File: src/logic/tssc_defs.vh
`ifndef TSSC_DEFS_VH
`define TSSC_DEFS_VH

// ==========================================
// Register offsets (byte addresses)
`define TSSC_ADDR_W 8
`define TSSC_OFS_STATUS 8'h00
`define TSSC_OFS_SLOT 8'h04
`define TSSC_OFS_INT_EN 8'h08
`define TSSC_OFS_FRAME_CFG 8'h0c

// ==========================================
// Status register bit positions
`define TSSC_ST_UNDERRUN 0
`define TSSC_ST_EARLY_SYNC 1
`define TSSC_ST_CLK_FAIL 2
`define TSSC_ST_PARITY 3
`define TSSC_ST_DMA_ERR 7
`define TSSC_ST_ERR_SUM 8

// ==========================================
// Slot register field
`define TSSC_SLOT_W 10
`define TSSC_SLOT_RESET 10'h17f
`define TSSC_SLOT_DIT_LAST 10'h17f

// ==========================================
// Frame configuration fields
`define TSSC_CFG_SLOTS_LSB 0
`define TSSC_CFG_SLOTS_W 5
`define TSSC_CFG_DIT_BIT 8
`define TSSC_CFG_BITS_LSB 16
`define TSSC_CFG_BITS_W 5
`define TSSC_CFG_RUN_BIT 31

// ==========================================
// Reset values
`define TSSC_INT_EN_RESET 32'h00000000
`define TSSC_CFG_RESET 32'h00000000
`define TSSC_STATUS_RESET 4'h0

`endif

File: src/logic/tssc_sync.v
`timescale 1ns/100ps
// ==========================================
// Two-stage synchroniser for pin inputs
module tssc_sync #(
    parameter WIDTH = 2
) (
    input wire clk,
    input wire rst,
    input wire [WIDTH-1:0] din,
    output reg [WIDTH-1:0] dout
);
    reg [WIDTH-1:0] meta;

    always @(posedge clk or posedge rst) begin
        if (rst) begin
            meta <= {WIDTH{1'b0}};
            dout <= {WIDTH{1'b0}};
        end else begin
            meta <= din;
            dout <= meta;
        end
    end
endmodule

File: src/logic/tssc_slot_counter.v
`timescale 1ns/100ps
`include "tssc_defs.vh"
// ==========================================
// Transmit time-slot counter
module tssc_slot_counter (
    input wire clk,
    input wire rst,
    input wire hold,
    input wire restart,
    input wire advance,
    input wire [`TSSC_SLOT_W-1:0] last_slot,
    output reg [`TSSC_SLOT_W-1:0] count,
    output wire at_last
);
    reg [`TSSC_SLOT_W-1:0] next_count;

    assign at_last = (count == last_slot);

    always @* begin
        next_count = count;
        if (hold) begin
            next_count = `TSSC_SLOT_RESET;
        end else if (restart) begin
            next_count = {`TSSC_SLOT_W{1'b0}};
        end else if (advance) begin
            if (at_last) begin
                next_count = {`TSSC_SLOT_W{1'b0}};
            end else begin
                next_count = count + 10'h001;
            end
        end
    end

    always @(posedge clk or posedge rst) begin
        if (rst) begin
            count <= `TSSC_SLOT_RESET;
        end else begin
            count <= next_count;
        end
    end
endmodule

File: src/logic/tssc_top.v
`timescale 1ns/100ps
`include "tssc_defs.vh"
// Operation
// - A clock-failure report from the clock checker sets status bit 2.
// - The transmit interrupt is high while any error flag and its enable bit are both set.
// - A frame sync arriving before the last bit of the last slot sets status bit 1.
// - A buffer-to-shift move with no buffer write since the previous move sets status bit 0.
// - Each error flag clears only on a written one to its bit; a written zero leaves it.
// - The slot register shows the 10-bit current slot count in bits 9 to 0, range 0 to 383.
// - While the transmitter is in reset the slot count holds 383 so the next count is 0.
// - TDM frames are limited to 32 slots; only the digital audio mode counts up to 383.
// - Slot register bits 31 to 10 read zero and ignore writes.
// - Status bit 8 reads the OR of the underrun, early-sync, clock-fail and DMA error flags.
// - Status bit 3 mirrors bit 0 of the slot count.
module tssc_top (
    input wire REF_CLK,
    input wire RST,
    input wire [`TSSC_ADDR_W-1:0] REG_ADDR,
    input wire [31:0] REG_WDATA,
    input wire REG_WR,
    input wire REG_RD,
    output reg [31:0] REG_RDATA,
    input wire TX_BIT_CLK,
    input wire TX_FRAME_SYNC,
    input wire CLK_FAIL_EVENT,
    input wire TX_BUF_WRITE,
    input wire TX_DMA_ERROR,
    output wire TX_INTERRUPT,
    output reg TX_SLOT_START,
    output wire [`TSSC_SLOT_W-1:0] TX_SLOT_COUNT
);

    // ==========================================
    // Address decode
    function addr_hit;
        input [`TSSC_ADDR_W-1:0] addr;
        input [`TSSC_ADDR_W-1:0] ofs;
        begin
            addr_hit = (addr == ofs);
        end
    endfunction

    // ==========================================
    // Flag positions within a status-shaped word
    function [3:0] flag_pick;
        input [31:0] word;
        begin
            flag_pick = {word[`TSSC_ST_DMA_ERR],
                         word[`TSSC_ST_CLK_FAIL],
                         word[`TSSC_ST_EARLY_SYNC],
                         word[`TSSC_ST_UNDERRUN]};
        end
    endfunction

    wire wr_status;
    wire wr_int_en;
    wire wr_cfg;
    wire rd_status;
    wire rd_slot;
    wire rd_int_en;
    wire rd_cfg;

    assign wr_status = REG_WR & addr_hit(REG_ADDR, `TSSC_OFS_STATUS);
    assign wr_int_en = REG_WR & addr_hit(REG_ADDR, `TSSC_OFS_INT_EN);
    assign wr_cfg = REG_WR & addr_hit(REG_ADDR, `TSSC_OFS_FRAME_CFG);
    assign rd_status = REG_RD & addr_hit(REG_ADDR, `TSSC_OFS_STATUS);
    assign rd_slot = REG_RD & addr_hit(REG_ADDR, `TSSC_OFS_SLOT);
    assign rd_int_en = REG_RD & addr_hit(REG_ADDR, `TSSC_OFS_INT_EN);
    assign rd_cfg = REG_RD & addr_hit(REG_ADDR, `TSSC_OFS_FRAME_CFG);

    // ==========================================
    // Control registers
    reg [31:0] tx_interrupt_enable_reg;
    reg [31:0] frame_cfg;

    always @(posedge REF_CLK or posedge RST) begin
        if (RST) begin
            tx_interrupt_enable_reg <= `TSSC_INT_EN_RESET;
        end else if (wr_int_en) begin
            tx_interrupt_enable_reg <= REG_WDATA;
        end
    end

    always @(posedge REF_CLK or posedge RST) begin
        if (RST) begin
            frame_cfg <= `TSSC_CFG_RESET;
        end else if (wr_cfg) begin
            frame_cfg <= REG_WDATA;
        end
    end

    wire tx_run;
    wire digital_audio_iface_mode;
    wire [`TSSC_CFG_SLOTS_W-1:0] tdm_last_slot;
    wire [`TSSC_CFG_BITS_W-1:0] last_bit;
    wire [`TSSC_SLOT_W-1:0] last_slot;

    assign tx_run = frame_cfg[`TSSC_CFG_RUN_BIT];
    assign digital_audio_iface_mode = frame_cfg[`TSSC_CFG_DIT_BIT];
    assign tdm_last_slot = frame_cfg[`TSSC_CFG_SLOTS_LSB +: `TSSC_CFG_SLOTS_W];
    assign last_bit = frame_cfg[`TSSC_CFG_BITS_LSB +: `TSSC_CFG_BITS_W];

    // A 5-bit field cannot name more than 32 TDM slots
    assign last_slot = digital_audio_iface_mode ? `TSSC_SLOT_DIT_LAST :
                       {5'h00, tdm_last_slot};

    // ==========================================
    // Link pin synchronisation
    wire [1:0] pins_sync;
    wire bclk_s;
    wire fsync_s;

    tssc_sync #(
        .WIDTH(2)
    ) u_sync (
        .clk(REF_CLK),
        .rst(RST),
        .din({TX_FRAME_SYNC, TX_BIT_CLK}),
        .dout(pins_sync)
    );

    assign bclk_s = pins_sync[0];
    assign fsync_s = pins_sync[1];

    // ==========================================
    // Link edge detection
    reg bclk_prev;
    reg fsync_prev;
    wire bit_edge;
    wire frame_start;

    always @(posedge REF_CLK or posedge RST) begin
        if (RST) begin
            bclk_prev <= 1'b0;
        end else begin
            bclk_prev <= bclk_s;
        end
    end

    // Frame sync is sampled on bit clock rising edges only
    always @(posedge REF_CLK or posedge RST) begin
        if (RST) begin
            fsync_prev <= 1'b0;
        end else if (bit_edge) begin
            fsync_prev <= fsync_s;
        end
    end

    assign bit_edge = bclk_s & ~bclk_prev;
    assign frame_start = bit_edge & tx_run & fsync_s & ~fsync_prev;

    // ==========================================
    // Bit and slot timing
    reg started;
    reg next_started;
    reg [`TSSC_CFG_BITS_W-1:0] bit_cnt;
    reg [`TSSC_CFG_BITS_W-1:0] next_bit_cnt;
    wire bit_last;
    wire slot_at_last;
    wire slot_advance;
    wire transfer;
    wire early_sync;
    wire [`TSSC_SLOT_W-1:0] tx_slot_count;

    assign bit_last = (bit_cnt == last_bit);
    assign slot_advance = bit_edge & tx_run & started & bit_last & ~frame_start;
    assign transfer = frame_start | slot_advance;

    // Expected sync comes right after the last bit of the last slot
    assign early_sync = frame_start & started & ~(slot_at_last & bit_last);

    always @* begin
        next_started = started;
        if (~tx_run) begin
            next_started = 1'b0;
        end else if (frame_start) begin
            next_started = 1'b1;
        end
    end

    always @(posedge REF_CLK or posedge RST) begin
        if (RST) begin
            started <= 1'b0;
        end else begin
            started <= next_started;
        end
    end

    always @* begin
        next_bit_cnt = bit_cnt;
        if (~tx_run | frame_start) begin
            next_bit_cnt = {`TSSC_CFG_BITS_W{1'b0}};
        end else if (bit_edge & started) begin
            if (bit_last) begin
                next_bit_cnt = {`TSSC_CFG_BITS_W{1'b0}};
            end else begin
                next_bit_cnt = bit_cnt + 5'h01;
            end
        end
    end

    always @(posedge REF_CLK or posedge RST) begin
        if (RST) begin
            bit_cnt <= {`TSSC_CFG_BITS_W{1'b0}};
        end else begin
            bit_cnt <= next_bit_cnt;
        end
    end

    // ==========================================
    // Slot counter
    tssc_slot_counter u_slot (
        .clk(REF_CLK),
        .rst(RST),
        .hold(~tx_run),
        .restart(frame_start),
        .advance(slot_advance),
        .last_slot(last_slot),
        .count(tx_slot_count),
        .at_last(slot_at_last)
    );

    // ==========================================
    // Slot outputs
    assign TX_SLOT_COUNT = tx_slot_count;

    always @(posedge REF_CLK or posedge RST) begin
        if (RST) begin
            TX_SLOT_START <= 1'b0;
        end else begin
            TX_SLOT_START <= transfer;
        end
    end

    // ==========================================
    // Buffer service tracking
    reg buf_written;
    reg next_buf_written;
    wire underrun;

    assign underrun = transfer & ~buf_written;

    // A write in the same cycle as a move counts for the next move
    always @* begin
        next_buf_written = (buf_written & ~transfer) | TX_BUF_WRITE;
    end

    always @(posedge REF_CLK or posedge RST) begin
        if (RST) begin
            buf_written <= 1'b0;
        end else begin
            buf_written <= next_buf_written;
        end
    end

    // ==========================================
    // Sticky error flags: {dma, clock fail, early sync, underrun}
    wire [3:0] flag_set;
    wire [3:0] flag_clr;
    reg [3:0] flags;
    wire [3:0] next_flags;

    assign flag_set = {TX_DMA_ERROR, CLK_FAIL_EVENT, early_sync, underrun};
    assign flag_clr = flag_pick(REG_WDATA) & {4{wr_status}};
    // Set wins over a simultaneous clear
    assign next_flags = (flags & ~flag_clr) | flag_set;

    genvar gi;
    generate
        for (gi = 0; gi < 4; gi = gi + 1) begin : g_flag
            always @(posedge REF_CLK or posedge RST) begin
                if (RST) begin
                    flags[gi] <= 1'b0;
                end else begin
                    flags[gi] <= next_flags[gi];
                end
            end
        end
    endgenerate

    // ==========================================
    // Flag views and error summary
    wire tx_underrun_flag;
    wire tx_early_sync_flag;
    wire tx_clock_fail_flag;
    wire tx_dma_error_flag;
    wire tx_error_summary;
    wire tx_slot_parity_bit;

    assign tx_underrun_flag = flags[0];
    assign tx_early_sync_flag = flags[1];
    assign tx_clock_fail_flag = flags[2];
    assign tx_dma_error_flag = flags[3];
    assign tx_error_summary = |flags;
    assign tx_slot_parity_bit = tx_slot_count[0];

    // ==========================================
    // Interrupt
    wire [3:0] int_en;

    assign int_en = flag_pick(tx_interrupt_enable_reg);
    assign TX_INTERRUPT = |(flags & int_en);

    // ==========================================
    // Register read
    reg [31:0] tx_status_reg;
    reg [31:0] tx_slot_reg;
    reg [31:0] next_rdata;

    always @* begin
        tx_status_reg = 32'h00000000;
        tx_status_reg[`TSSC_ST_UNDERRUN] = tx_underrun_flag;
        tx_status_reg[`TSSC_ST_EARLY_SYNC] = tx_early_sync_flag;
        tx_status_reg[`TSSC_ST_CLK_FAIL] = tx_clock_fail_flag;
        tx_status_reg[`TSSC_ST_PARITY] = tx_slot_parity_bit;
        tx_status_reg[`TSSC_ST_DMA_ERR] = tx_dma_error_flag;
        tx_status_reg[`TSSC_ST_ERR_SUM] = tx_error_summary;
    end

    always @* begin
        tx_slot_reg = {22'h000000, tx_slot_count};
    end

    always @* begin
        next_rdata = 32'h00000000;
        if (rd_status) begin
            next_rdata = tx_status_reg;
        end else if (rd_slot) begin
            next_rdata = tx_slot_reg;
        end else if (rd_int_en) begin
            next_rdata = tx_interrupt_enable_reg;
        end else if (rd_cfg) begin
            next_rdata = frame_cfg;
        end
    end

    always @(posedge REF_CLK or posedge RST) begin
        if (RST) begin
            REG_RDATA <= 32'h00000000;
        end else begin
            REG_RDATA <= next_rdata;
        end
    end

endmodule

File: config.mk
export PLATFORM = sky130hd
export DESIGN_NAME = tssc_top
export DESIGN_NICKNAME = d
export VERILOG_FILES = /design/src/logic/tssc_sync.v /design/src/logic/tssc_slot_counter.v /design/src/logic/tssc_top.v
export VERILOG_INCLUDE_DIRS = /design/src /design/src/logic
export SDC_FILE = /design/constraint.sdc
export NUM_CORES = 1
export LEC_CHECK = 0
export BUFFER_PORTS_ARGS = -buffer_cell sky130_fd_sc_hd__buf_2
export CAP_MARGIN = 30
export CORE_MARGIN = 2
export CORE_UTILIZATION = 51
export CTS_CLUSTER_DIAMETER = 50
export DETAILED_ROUTE_END_ITERATION = 10
export HOLD_SLACK_MARGIN = 0.12
export PLACE_DENSITY = 0.79
export SLEW_MARGIN = 15
export SYNTH_ARGS = -nofsm -noshare
export SYNTH_HDL_FRONTEND = slang
export SYNTH_HIERARCHICAL = 1
export SYNTH_SLANG_ARGS = --single-unit
export TNS_END_PERCENT = 10
File: constraint.sdc
create_clock -name REF_CLK -period 3.3 [get_ports REF_CLK]
set_clock_uncertainty 0.15 [all_clocks]
set_input_delay 0 -clock REF_CLK [delete_from_list [all_inputs] [get_ports REF_CLK]]
set_output_delay 0 -clock REF_CLK [all_outputs]
set_load 0.02 [all_outputs]
# Word level (Yosys, flattened, before mapping)
# Index checks and enable logic that the tools add are counted.
[totals] ff_bits=124 latch_bits=0 mem_bits_rw=0 mem_bits_ro=0 word_cells=78 n_memories=0
[classes] addsub=2 n_mul=0 div_mod_pow=0 magnitude_cmp=0 eq_ne=7 n_shift=0 muxes=14 bitwise=35 n_reduce_logical=4
[ops] operator="2-to-1 mux 32 bit" count=4
[ops] operator="2-to-1 mux 10 bit" count=4
[ops] operator="AND 1 bit" count=20
[ops] operator="== test 8 x 4 -> 1 bit (second input constant)" count=2
[ops] operator="2-to-1 mux 5 bit" count=3
[ops] operator="AND 4 bit" count=3
[ops] operator="adder 10 x 1 -> 10 bit (second input constant)" count=1
[ops] operator="== test 10 x 9 -> 1 bit" count=1
[ops] operator="2-to-1 mux 9 bit" count=1
[ops] operator="== test 8 x 3 -> 1 bit (second input constant)" count=1
[ops] operator="logical NOT 8 bit" count=1
[ops] operator="OR reduction 4 bit" count=2
[ops] operator="inverter 1 bit" count=7
[ops] operator="adder 5 x 1 -> 5 bit (second input constant)" count=1
[ops] operator="== test 5 bit" count=1
[ops] operator="inverter 4 bit" count=1
[ops] operator="OR 4 bit" count=1
[ops] operator="!= test 3 x 1 -> 1 bit (second input constant)" count=1
[ops] operator="OR 1 bit" count=3
[ops] operator="2-to-1 mux 1 bit" count=2
[ops] operator="!= test 2 x 1 -> 1 bit (second input constant)" count=1
[ops] operator="nonzero test 2 bit" count=1

# Logic depth before layout (Yosys ltp)
[logic_depth] word_depth=11 depth_mapped=9 ltp_nobuf=9

# Hierarchy
# Netlist, hierarchy kept.
[modules_own_cells] module="tssc_top" n_inst=1 cells_each=328 area_each_um2=4775.8 seq_area_each_um2=2752.6
[modules_own_cells] module="tssc_slot_counter" n_inst=1 cells_each=86 area_each_um2=802.0 seq_area_each_um2=260.2
[modules_own_cells] module="tssc_sync" n_inst=1 cells_each=5 area_each_um2=103.8 seq_area_each_um2=100.1

# Least setup slack after synthesis
# No wires, ideal clock.
[synth_timing] kind="flip-flop to flip-flop" startpoint="register frame_cfg[20]" endpoint="register u_slot.count[4]" setup_ns=0.063 arrival_ns=2.260 required_ns=3.087 slack_ns=0.827 path_stages_with_launch=9 cell_sequence="dfrtp_1 > xor2_1 > nor3_1 > and2_1 > nor3b_1 > inv_1 > or4_1 > a21oi_1 > a311o_1"
[synth_between] elab_chain_cells=4
[synth_lines] item="start: declaration" line_no="tssc_top.v:74" source="reg [31:0] frame_cfg;"
[synth_lines] item="start signal: assignment" line_no="tssc_top.v:86" source="frame_cfg <= `TSSC_CFG_RESET;"
[synth_lines] item="== test 5 bit" line_no="tssc_top.v:165" source="assign bit_last = (bit_cnt == last_bit);"
[synth_lines] item="AND 1 bit (2 in a row)" line_no="tssc_top.v:166" source="assign slot_advance = bit_edge & tx_run & started & bit_last & ~frame_start;"
[synth_lines] item="named net slot_advance" line_no="tssc_top.v:160" source="wire slot_advance;"
[synth_lines] item="!= test 3 x 1 -> 1 bit (no line)"
[synth_lines] item="end signal: assignment" line_no="tssc_slot_counter.v:36" source="count <= `TSSC_SLOT_RESET;"
[synth_lines] item="end signal: assignment" line_no="tssc_slot_counter.v:38" source="count <= next_count;"
[synth_lines] item="end: declaration" line_no="tssc_slot_counter.v:12" source="output reg [`TSSC_SLOT_W-1:0] count,"
# The timed path passes the listed nets, and every way through them passes these cells.
# A chain may end at the register's enable or synchronous reset.

# Final worst setup path
[layout_timing] startpoint="input REG_ADDR[0]" endpoint="register frame_cfg[16]"
[layout_between] elab_chain_cells=2
[layout_lines] item="start: declaration" line_no="tssc_top.v:18" source="input wire [`TSSC_ADDR_W-1:0] REG_ADDR,"
[layout_lines] item="== test 8 x 4 -> 1 bit" line_no="tssc_top.v:39" source="addr_hit = (addr == ofs);"
[layout_lines] item="AND 1 bit" line_no="tssc_top.v:65" source="assign wr_cfg = REG_WR & addr_hit(REG_ADDR, `TSSC_OFS_FRAME_CFG);"
# No other way between the ends.

==> results.json <==
{
  "hold_violations": 0,
  "start_util": 0.524,
  "synth_area_leader_cell": "dfrtp_1",
  "cts_max_level": 4,
  "n_antenna_cell": 0,
  "syn_area_per_cell_sq_um": 13.6,
  "clk_pin_slew_ns": 0.06,
  "cp_cell_sequence": "dlygate4sd3_1, buf_2, nor3_4, dlygate4sd3_1, nand4_4, dlygate4sd3_1, mux2_2",
  "layout.nets": 650,
  "setup_violations": 0,
  "die_w_microns": 110,
  "cts_num_sinks": 124,
  "worstSetupStartpointType": "input port",
  "pwr_density_cell_nw_per_um2": 496,
  "cts_buffers": 17,
  "grt_use_total": 0.257,
  "path_class": "input port to flip-flop",
  "synthTopCellsByArea": "dfrtp_1 (51%), mux2_4 (11%), mux2_2 (5.5%), mux2i_1 (4.6%), dfstp_2 (3.7%)",
  "grt_start_max_net_pins": 83,
  "period_share": 0.935,
  "synth_commonest_cells": "dfrtp_1 (116), mux2_4 (40), nor2_1 (35), mux2_2 (28), mux2i_1 (26)",
  "swShare": 0.218,
  "postSynth.asyncResetShare": 1.00,
  "clockBufferDepth": 2,
  "cp_max_fo": 16,
  "dieArea_sq_um": 12000,
  "grt_pass1_vias": 4349,
  "min_period_ns": 3.09,
  "drive_above_1_share": 0.382,
  "synth_edf_count": 0,
  "critPathArrivalTime_ns": 3.33,
  "clk_latency_ns": 0.52,
  "first_pass_iters": 5,
  "clock_power_share": 0.502,
  "area_delta_synth_final_pct": 35.4,
  "coreArea_sq_um": 10800,
  "ant_nets": 0,
  "critPathMaxStageDelay_ns": 1.24,
  "p_comb_frac": 0.079,
  "cts_root_buf": "clkbuf_8",
  "max_slew_margin": 0.325,
  "switching_power_uw": 834,
  "drcViolationCount": 0,
  "hold_start": "REG_WDATA[18]",
  "synth-seq-cells": 124,
  "yosysSeqAreaShare": 0.548,
  "netlist_area_sq_um": 5680,
  "antenna_found_initial": 0,
  "synthCells": 419,
  "ios": 93,
  "required_ns": 3.55,
  "critPathLaunch": "REG_ADDR[0]",
  "gp_congestion": 0.798,
  "clock.fmax_mhz": 324,
  "vias_per_cell": 5.47,
  "io_buffers": 92,
  "cts_resized": 0,
  "status": "complete, no violations",
  "wl_per_cell_microns": 19.6,
  "drv_cap": 0,
  "ys_types": 55,
  "routed_wl_microns": 14800,
  "reg2reg_from": "frame_cfg[17]",
  "synthFlopType": "dfrtp_1",
  "fin_util": 0.710,
  "drt-initial-drc-count": 287,
  "vias": 4110,
  "dp_hpwl_microns": 8430,
  "seqPwrFrac": 0.419,
  "slew_viol_final": 0,
  "tns_ns": 0,
  "grt_overflow_total": 0,
  "worst_pin_slew_ns": 1.01,
  "synth_top_area_share": 0.511,
  "leakagePower_uw": 0.00391,
  "yosysWarnings": 6,
  "yosysMostFrequentCell": "dfrtp_1",
  "cp-end-kind": "flip-flop",
  "hold_path.class": "input port to flip-flop",
  "irDropWorstVdd_mv": 0.454,
  "grt_pass1_wl_microns": 23000,
  "die_y_microns": 110,
  "nFillCells": 690,
  "crit_top_cell": "dlygate4sd3_1",
  "internal_power_uw": 2980,
  "rsz0062_at_grt": "false",
  "row_count": 38,
  "slowest_stage": "dlygate4sd3_1",
  "tritoncts": "done"
}
## placed cells by master, fill, tap and decap left out, types with 4 or more instances in the layout
master         instances
nand3b_1               4
mux2i_1               26
mux4_2                 5
xor2_1                10
mux2_4                40
or2_2                  5
inv_1                  8
a21o_1                 4
dlygate4sd3_1         79
and3_1                 8
buf_2                 92
a311o_1                6
xnor2_1                7
nor3_1                 4
a21oi_1                4
mux2_2                28
a22oi_1                6
nor2_1                35
dfrtp_1              116
clkbuf_8               6
buf_4                  9
nand2_1               14
nand4_1                5
clkbuf_16             16
nand3_1                8
dfstp_2                8
## cell families after synthesis
logic type | count (synthesis) | share of synthesized area
and+or+nand+nor | 105 | 0.106
AOI/OAI and AO/OA | 39 | 0.0520
buffers and inverters | 31 | 0.0330
adders and majority gates | 2 | 0.00440
DFF | 124 | 0.548
muxes | 99 | 0.227
xor gates and xnor gates | 18 | 0.0291
other | 1 | 0.000660
## per-layer routing
metal,wire length [microns],GRT usage,vias up,share of wire
met1,5820,0.317,2079,0.39
met5,0,0,-,0
met3,806,0.0622,28,0.055
met4,298,0.0841,0,0.020
li1,-,-,1861,-
met2,7840,0.444,142,0.53
## path summary, 6_finish.rpt
path / end / slack [ns] / depth (start not counted)
max reg2reg: u_slot/count[3] / 0.33 / 8
min: tx_interrupt_enable_reg[18] / 0.13 / 3
max in group asynchronous: u_slot/count[6] / 1.61 / 5
min reg2reg: u_sync/dout[1] / 0.20 / 0
min in group asynchronous: tx_underrun_flag / 0.42 / 4
max: frame_cfg[16] / 0.21 / 7
## stage by stage
stage | worst slack [ns] | std cells | power [uW] | hold WS, ns | instance area [sq um]
after CTS | 0.321 | 749 | 3810 | 0.122 | 7650
final | 0.214 | 752 | 3820 | 0.131 | 7690
after floorplan | 0.248 | 420 | 1760 | -0.384 | 5690
after detailed placement | 0.420 | 640 | 1840 | -0.225 | 6260
after global routing | 0.102 | 752 | 3940 | 0.121 | 7690
after global placement | 0.550 | 640 | 1830 | -0.230 | 6260
## power by group through the flow
stage                     Sequential, uW  Combinational (uW)  Clock (uW)
final                               1600                 300        1920
after global routing                1600                 323        2010
after CTS                           1600                 289        1920
after detailed placement            1620                 219           0
after global placement              1620                 211           0
after floorplan                     1610                 150           0
## layout make-up
type                    count  area [sq um]  share of cell area
well taps                 140           175              0.0228
inverters                   9          36.3             0.00472
clock inverters            10           136              0.0177
multi-input cells         265          2380               0.310
flip-flops and latches    124          3110               0.405
clock buffers              22           483              0.0628
repair buffers            182          1370               0.178
## repair_timing
| action | CTS | global route |
|---|---|---|
| endpoints found under the setup margin | 0 | 0 |
| setup buffers | 0 | 0 |
| endpoints found under the hold margin | 197 | 14 |
| hold buffers | 77 | 2 |
## worst max-delay path, delay by kind of cell
kind,cells,cell delay (ns)
multiplexers,1,0.43
AND/OR/NAND/NOR,2,0.23
buffers and inverters,4,2.66
(Power assumes the default switching activity.)
